$ cat src/pkg/nvr_pkg.sv
// Contract
// - 1 kbit storage, eight banks of 128 bits
// - Each bank read as sixteen bytes
// - Programming only through JTAG test port
// - Rewrite whole banks; others stay unchanged
// - Bank erased automatically before each rewrite
// - Synchronous read, one aligned byte each
// - Upper three address bits select bank
// - Lower four address bits select byte
// - Address at rise, data valid by fall
// - Each rise restarts read; invalid then valid
package nvr_pkg;
    localparam int NVR_BANKS = 8;
    localparam int NVR_BANK_BITS = 128;
    localparam int NVR_BYTES = 16;
    localparam int NVR_BANK_AW = 3;
    localparam int NVR_BYTE_AW = 4;
    localparam int NVR_ADDR_W = 7;
    localparam int NVR_DATA_W = 8;
    localparam int NVR_BANK_MSB = 6;
    localparam int NVR_BANK_LSB = 4;
    localparam int NVR_BYTE_MSB = 3;
    localparam int NVR_BYTE_LSB = 0;
    localparam logic [7:0] NVR_ERASED_BYTE = 8'h00;
    localparam logic [7:0] NVR_CLEAR_BYTE = 8'h00;
    typedef logic [NVR_ADDR_W-1:0] nvr_addr_t;
    typedef logic [NVR_DATA_W-1:0] nvr_byte_t;
    typedef logic [NVR_BANK_AW-1:0] nvr_bank_t;
    typedef logic [NVR_BANK_BITS-1:0] nvr_bank_word_t;
    typedef enum logic [1:0] {NVR_PG_IDLE, NVR_PG_ERASE, NVR_PG_WRITE} nvr_pg_state_t;
endpackage : nvr_pkg

$ cat src/pkg/nvr_prog_if.sv
`timescale 1ns/1ns
`default_nettype none
// Bank write port from the JTAG programming side into the store
interface nvr_prog_if;
    import nvr_pkg::*;
    logic erase;
    logic write;
    nvr_bank_t bank;
    nvr_bank_word_t data;
    modport ctrl (output erase, output write, output bank, output data);
    modport store (input erase, input write, input bank, input data);
endinterface : nvr_prog_if
`default_nettype wire

$ cat src/nvr_bank_store.sv
`timescale 1ns/1ns
`default_nettype none
// Eight 128-bit banks in flip-flops; only the programming port writes
module nvr_bank_store
    import nvr_pkg::*;
(
    input wire logic clk_i, // Clock
    input wire logic rstn_i, // Synchronised reset, active low
    nvr_prog_if.store prog, // Bank erase/write port
    input wire nvr_addr_t addr_i, // Read address
    output nvr_byte_t rdata_o // Combinational byte
);
    import nvr_pkg::*;
    typedef struct packed {
        nvr_bank_word_t [NVR_BANKS-1:0] bank;
    } nvr_st_t;
    nvr_st_t st_reg;
    nvr_st_t st_next;
    nvr_bank_word_t sel_word;

    // Only the addressed bank changes; others hold
    always_comb begin
        st_next = st_reg;
        if (prog.erase) begin
            st_next.bank[prog.bank] = {NVR_BYTES{NVR_ERASED_BYTE}};
        end else if (prog.write) begin
            st_next.bank[prog.bank] = prog.data;
        end
    end

    // Contents survive reset, as nonvolatile storage should
    always_ff @(posedge clk_i) begin
        st_reg <= st_next;
    end

    // Bank by upper bits, byte by lower bits
    always_comb begin
        sel_word = st_reg.bank[addr_i[NVR_BANK_MSB:NVR_BANK_LSB]];
        rdata_o = sel_word[addr_i[NVR_BYTE_MSB:NVR_BYTE_LSB]*NVR_DATA_W +: NVR_DATA_W];
    end
endmodule : nvr_bank_store
`default_nettype wire

$ cat src/nvr_byte_store.sv
`timescale 1ns/1ns
`default_nettype none
// Read port plus test-port bank programming with automatic erase
module nvr_byte_store
    import nvr_pkg::*;
(
    input wire logic clk_i, // Access clock
    input wire logic rstn_i, // Async reset, active low
    input wire nvr_pkg::nvr_addr_t addr_i, // Read address
    output nvr_pkg::nvr_byte_t first_read_byte_o, // Read byte
    output logic valid_o, // High in low phase when byte valid
    input wire logic jtag_prog_i, // Test-port bank program strobe
    input wire nvr_pkg::nvr_bank_t jtag_bank_i, // Bank to program
    input wire nvr_pkg::nvr_bank_word_t jtag_data_i, // New bank contents
    output logic jtag_busy_o // Programming in progress
);
    import nvr_pkg::*;

    typedef struct packed {
        nvr_pg_state_t state;
        nvr_bank_t bank;
        nvr_bank_word_t data;
        logic busy;
    } nvr_top_t;

    logic rst_s1_reg;
    logic rst_s2_reg;
    nvr_top_t st_reg;
    nvr_top_t st_next;
    nvr_byte_t rd_byte;
    nvr_byte_t dout_reg;
    logic rise_tog_reg;
    logic fall_tog_reg;
    nvr_prog_if prog ();

    // Release reset through two flops
    always_ff @(posedge clk_i or negedge rstn_i) begin
        if (!rstn_i) begin
            rst_s1_reg <= 1'b0;
            rst_s2_reg <= 1'b0;
        end else begin
            rst_s1_reg <= 1'b1;
            rst_s2_reg <= rst_s1_reg;
        end
    end

    // Program sequence: capture, erase bank, then write bank
    always_comb begin
        st_next = st_reg;
        case (st_reg.state)
            NVR_PG_IDLE: begin
                if (jtag_prog_i) begin
                    st_next.bank = jtag_bank_i;
                    st_next.data = jtag_data_i;
                    st_next.busy = 1'b1;
                    st_next.state = NVR_PG_ERASE;
                end
            end
            NVR_PG_ERASE: begin
                st_next.state = NVR_PG_WRITE;
            end
            NVR_PG_WRITE: begin
                st_next.busy = 1'b0;
                st_next.state = NVR_PG_IDLE;
            end
            default: begin
                st_next.state = NVR_PG_IDLE;
            end
        endcase
    end

    always_ff @(posedge clk_i or negedge rst_s2_reg) begin
        if (!rst_s2_reg) begin
            st_reg <= '{state: NVR_PG_IDLE, bank: '0, data: '0, busy: 1'b0};
        end else begin
            st_reg <= st_next;
        end
    end

    // Only the test-port sequencer drives the store; no core write path
    assign prog.erase = (st_reg.state == NVR_PG_ERASE);
    assign prog.write = (st_reg.state == NVR_PG_WRITE);
    assign prog.bank = st_reg.bank;
    assign prog.data = st_reg.data;

    nvr_bank_store u_store (
        .clk_i(clk_i),
        .rstn_i(rst_s2_reg),
        .prog(prog),
        .addr_i(addr_i),
        .rdata_o(rd_byte)
    );

    // Each rise flips a marker: the byte from the last fall is now stale
    always_ff @(posedge clk_i or negedge rst_s2_reg) begin
        if (!rst_s2_reg) begin
            rise_tog_reg <= 1'b0;
        end else begin
            rise_tog_reg <= ~rise_tog_reg;
        end
    end

    // Fall presents the byte for the address taken at the rise
    always_ff @(negedge clk_i or negedge rst_s2_reg) begin
        if (!rst_s2_reg) begin
            dout_reg <= NVR_CLEAR_BYTE;
            fall_tog_reg <= 1'b1; // Unequal markers: not valid in reset
        end else begin
            dout_reg <= rd_byte;
            fall_tog_reg <= rise_tog_reg;
        end
    end

    // Valid once the fall has caught up with the last rise.
    // Two markers instead of gating with the clock keep the clock off data paths,
    // at the cost of one compare after the flops on this single output.
    assign valid_o = (rise_tog_reg == fall_tog_reg);
    assign first_read_byte_o = dout_reg;
    assign jtag_busy_o = st_reg.busy;
endmodule : nvr_byte_store
`default_nettype wire

$ cat config.mk
export PLATFORM = sky130hd
export DESIGN_NAME = nvr_byte_store
export DESIGN_NICKNAME = d
export VERILOG_FILES = /design/src/pkg/nvr_pkg.sv /design/src/pkg/nvr_prog_if.sv /design/src/nvr_bank_store.sv /design/src/nvr_byte_store.sv
export SDC_FILE = /design/constraint.sdc
export NUM_CORES = 2
export LEC_CHECK = 0
export BUFFER_PORTS_ARGS = -buffer_cell sky130_fd_sc_hd__buf_2
export CAP_MARGIN = 20
export CORE_MARGIN = 4
export CORE_UTILIZATION = 50
export CTS_BUF_LIST = sky130_fd_sc_hd__clkbuf_4
export CTS_CLUSTER_DIAMETER = 50
export DETAILED_ROUTE_END_ITERATION = 8
export PLACE_DENSITY_LB_ADDON = 0.25
export SLEW_MARGIN = 10
export SYNTH_ARGS = -nofsm -noshare
export SYNTH_HDL_FRONTEND = slang
export SYNTH_SLANG_ARGS = --single-unit
$ cat constraint.sdc
create_clock -name clk_i -period 9.2 [get_ports clk_i]
set_clock_uncertainty 0.15 [all_clocks]
set_input_delay 0.46 -clock clk_i [delete_from_list [all_inputs] [get_ports clk_i]]
set_output_delay 0.46 -clock clk_i [all_outputs]
set_load 0.02 [all_outputs]
==> results by group <==
Outcome
  • Run status: complete, no violations

Global routing
  • First-pass GRT wire length: 257 mm
  • Vias in the first global route: 40700
  • Initial antenna violation count: 9
  • Maximum number of pins on one net before global-route repair: 248
  • Total track usage: 28.7%
  • Global-route congestion overflow total: 0

Floorplanning
  • Starting Density: 50.6%
  • Core ar.: 111000 um2
  • Number of standard-cell rows in the floorplan: 122
  • DIE AREA: 118000 um2
  • DIE HEIGHT: 343 um
  • Die Width: 343 um
  • Total I/O pin count: 151

Detailed routing
  • DRC viols: 0
  • Post-detailed-route wirelength per cell: 26.4 um
  • Avg Vias per Cell: 6.39
  • Antenna viol nets, final: 0
  • Detailed Route Iter0 Violations: 4977
  • Pre-Repair DR Iteration Count: 6
  • Vias: 41200
  • Total routed wirelength: 170 mm

Yosys
  • Count of different cell masters after synthesis: 26
  • Mux cell area share after synthesis: 16.3%
  • Synth Area per Inst: 13.1 um2
  • Top_reg_cell synth: sky130_fd_sc_hd__edfxtp_1
  • Net count of the mapped netlist: 4447
  • Area fraction in compound gates after synthesis: 9.25%
  • Sequential area share after synthesis: 61.2%
  • Cells taking the most area after synthesis: sky130_fd_sc_hd__edfxtp_1 (55%), sky130_fd_sc_hd__mux4_2 (13%), sky130_fd_sc_hd__o21ai_0 (9.1%), sky130_fd_sc_hd__nand3_1 (9.1%), sky130_fd_sc_hd__dfrtp_1 (6.1%)
  • Top cell type by total area after synthesis: sky130_fd_sc_hd__edfxtp_1
  • Flip-flop and latch count after synthesis: 1170
  • Fraction of synthesized cell area taken by the top area cell type: 54.7%
  • Dominant combinational cell family by area after synthesis: multiplexers
  • Post-synthesis cell area: 56200 um2
  • Area share of xor/xnor cells in the synthesized design: 0.0156%
  • Asr flop ratio synth: 12.5%
  • Top cells by count, synth: sky130_fd_sc_hd__o21ai_0 (1026), sky130_fd_sc_hd__nand3_1 (1025), sky130_fd_sc_hd__edfxtp_1 (1024)
  • Number of flops mapped to enable cells by yosys: 1024
  • Adder-cell share of the synthesized area: 0.0667%
  • Cell with the most instances after synthesis: sky130_fd_sc_hd__o21ai_0
  • Synth Warn #: 0
  • Number of instances in the synthesized netlist: 4303
  • Simple logic cell fraction of the synthesized area: 10.1%

Timing
  • Final number of max-transition violations: 0
  • Number of hold-slack violations in the final timing report: 0
  • Worst Max-Slew Pin Slew: 1.16 ns
  • Unrepaired setup endpoints after global routing: false
  • Worst slew margin relative to its limit: 22.7%
  • Final setup violation count: 0

Setup path
  • Startpoint of the most critical register-to-register path: u_store.st_reg[710]$_DFFE_PP_
  • Logic depth of the worst setup path including buffers: 4
  • Critical path's largest stage delay: 0.60 ns
  • Setup crit end kind: register
  • Req. time, crit path: 5.31 ns
  • Worst Setup Path Type: reg -> reg
  • Critical Path Slowest Stage Cell: sky130_fd_sc_hd__mux4_2
  • Critical path cell sequence: mux4_2 > mux4_2 > mux4_2 > mux2_2
  • Crit path arrival time: 3.47 ns
  • Register-to-register setup slack: 1.84 ns
  • Largest fanout on the critical path: 2
  • Start point of the critical path: u_store.st_reg[710]$_DFFE_PP_
  • Number of cells on the worst reg-to-reg path: 4
  • Reg-to-reg endpoint: first_read_byte_o[6]$_DFF_NN0_
  • CP Buf/Inv Count: 0
  • Crit path max-delay family: multiplexers
  • Crit start category: register
  • Most common cell on crit path: sky130_fd_sc_hd__mux4_2

Power
  • Overall power of the completed layout: 0.0242 W
  • Switching part of the total: 39.9%
  • Combinational cell fraction of total power: 35.0%
  • Net Sw Power: 0.00966 W
  • Int Power: 0.0146 W
  • Clock network power share: 19.9%
  • Static leakage power: 22.2 nW
  • Max rail drop VDD: 0.370 mV
  • Sequential group share of total power: 45.0%
  • Total power per unit cell area: 371 nW/um2

Layout
  • Post-synthesis to final-layout area growth: 15.9%
  • Number of fillers in the final layout: 9164
  • Finished layout cell area: 65200 um2
  • Largest register FFs: 1024
  • Fraction of the core area covered by cells at the end of the flow: 58.7%
  • Final net count: 4857
  • Share of post-route cells with drive strength above 1: 25.3%

CTS
  • H-tree levels: 5
  • Clock transition at the registers of the reported paths: 0.07 ns
  • Total clock sinks: 1170
  • Clock buffer count from CTS: 330
  • Post-CTS sizing: 0
  • Number of buffers between clock root and the deepest sink: 4
  • Clk Tree Root Cell: sky130_fd_sc_hd__clkbuf_4
  • Clock tree from TritonCTS: done
  • Clock insertion delay at the later pin of the skew report: 1.22 ns

Placed design
  • Number of buffer cells added on primary ports: 150
  • HPWL after detailed placement: 94.6 mm
  • Instance area after placement: 58100 um2
  • GPL Wtd Cong: 0.823

Job
  • Max_cap viols: 0

Worst hold path
  • HP Class: reg -> async
==> cell type report <==
cell class / instances / area (um2) / area share, %
flip-flops and latches: 1170 / 34400 / 52.8
multi-input cells: 2681 / 20200 / 31.0
repair buffers: 523 / 4490 / 6.89
clock buffers: 505 / 3790 / 5.82
well taps: 1488 / 1860 / 2.86
clock inverters: 65 / 374 / 0.574
inverters: 6 / 27.5 / 0.0422
diodes: 6 / 15.0 / 0.0230
==> power by group through the flow <==
stage,Sequential (W),Clock (W),Combinational (W)
final,0.0109,0.00483,0.00848
after global routing,0.0111,0.00522,0.00913
after CTS,0.0108,0.00492,0.00837
after detailed placement,0.0109,0.00000136,0.00822
after global placement,0.0109,0.00000136,0.00799
after floorplan,0.0107,0.00000136,0.00545
==> cell families after synthesis <==
kind of cell / Yosys count
compound gates: 1035
simple gates: 1165
flops: 1170
buf+inv: 452
xor+xnor: 1
fa+ha+maj: 3
other cells: 1
mux: 476
==> worst max-delay path by stage <==
stage                                                end  slack (ns)
after CTS                 first_read_byte_o[2]$_DFF_NN0_        1.82
after global routing      first_read_byte_o[2]$_DFF_NN0_        1.76
after global placement    first_read_byte_o[5]$_DFF_NN0_        1.04
final                     first_read_byte_o[6]$_DFF_NN0_        1.84
after floorplan            u_store.st_reg[128]$_DFFE_PP_       -2.06
after detailed placement  first_read_byte_o[0]$_DFF_NN0_        1.03
==> per-stage QoR <==
stage               hold slack [ns]  setup slack (ns)  setup TNS, ns  std cells
floorplan                    0.0144             -2.06        -790.68       4303
global placement             0.0958              1.04              0       5581
detailed placement           0.0961              1.03              0       5581
CTS                           0.178              1.82              0       6438
global route                  0.173              1.76              0       6444
finish                        0.145              1.84              0       6444
==> what timing repair did <==
item                      4_1_cts  5_1_grt
hold buffers                  288        0
hold endpoints to repair      136        0
setup buffers                   0        0
==> cells in the final DEF (no fill, tap or decap), types with 3 or more instances in the layout <==
cell type	count
sky130_fd_sc_hd__a21boi_4	8
sky130_fd_sc_hd__buf_12	15
sky130_fd_sc_hd__buf_2	146
sky130_fd_sc_hd__buf_4	71
sky130_fd_sc_hd__bufinv_16	4
sky130_fd_sc_hd__clkbuf_4	505
sky130_fd_sc_hd__clkinv_1	45
sky130_fd_sc_hd__clkinv_2	6
sky130_fd_sc_hd__dfrtn_1	8
sky130_fd_sc_hd__dfrtp_1	136
sky130_fd_sc_hd__diode_2	6
sky130_fd_sc_hd__dlygate4sd3_1	288
sky130_fd_sc_hd__edfxtp_1	1024
sky130_fd_sc_hd__inv_1	6
sky130_fd_sc_hd__inv_2	5
sky130_fd_sc_hd__mux2_2	139
sky130_fd_sc_hd__mux4_2	336
sky130_fd_sc_hd__nand2_1	129
sky130_fd_sc_hd__nand3_1	1024
sky130_fd_sc_hd__nand3b_1	3
sky130_fd_sc_hd__nor2_1	3
sky130_fd_sc_hd__o21ai_0	1026
==> layer usage <==
layer | track usage, % | part of all wire [%]
met5 | 0 | 0.028
met4 | 9.91 | 2.8
met3 | 6.89 | 11
met2 | 44.3 | 46
met1 | 40.4 | 40
No activity file was read; power rests on OpenSTA's default activity.
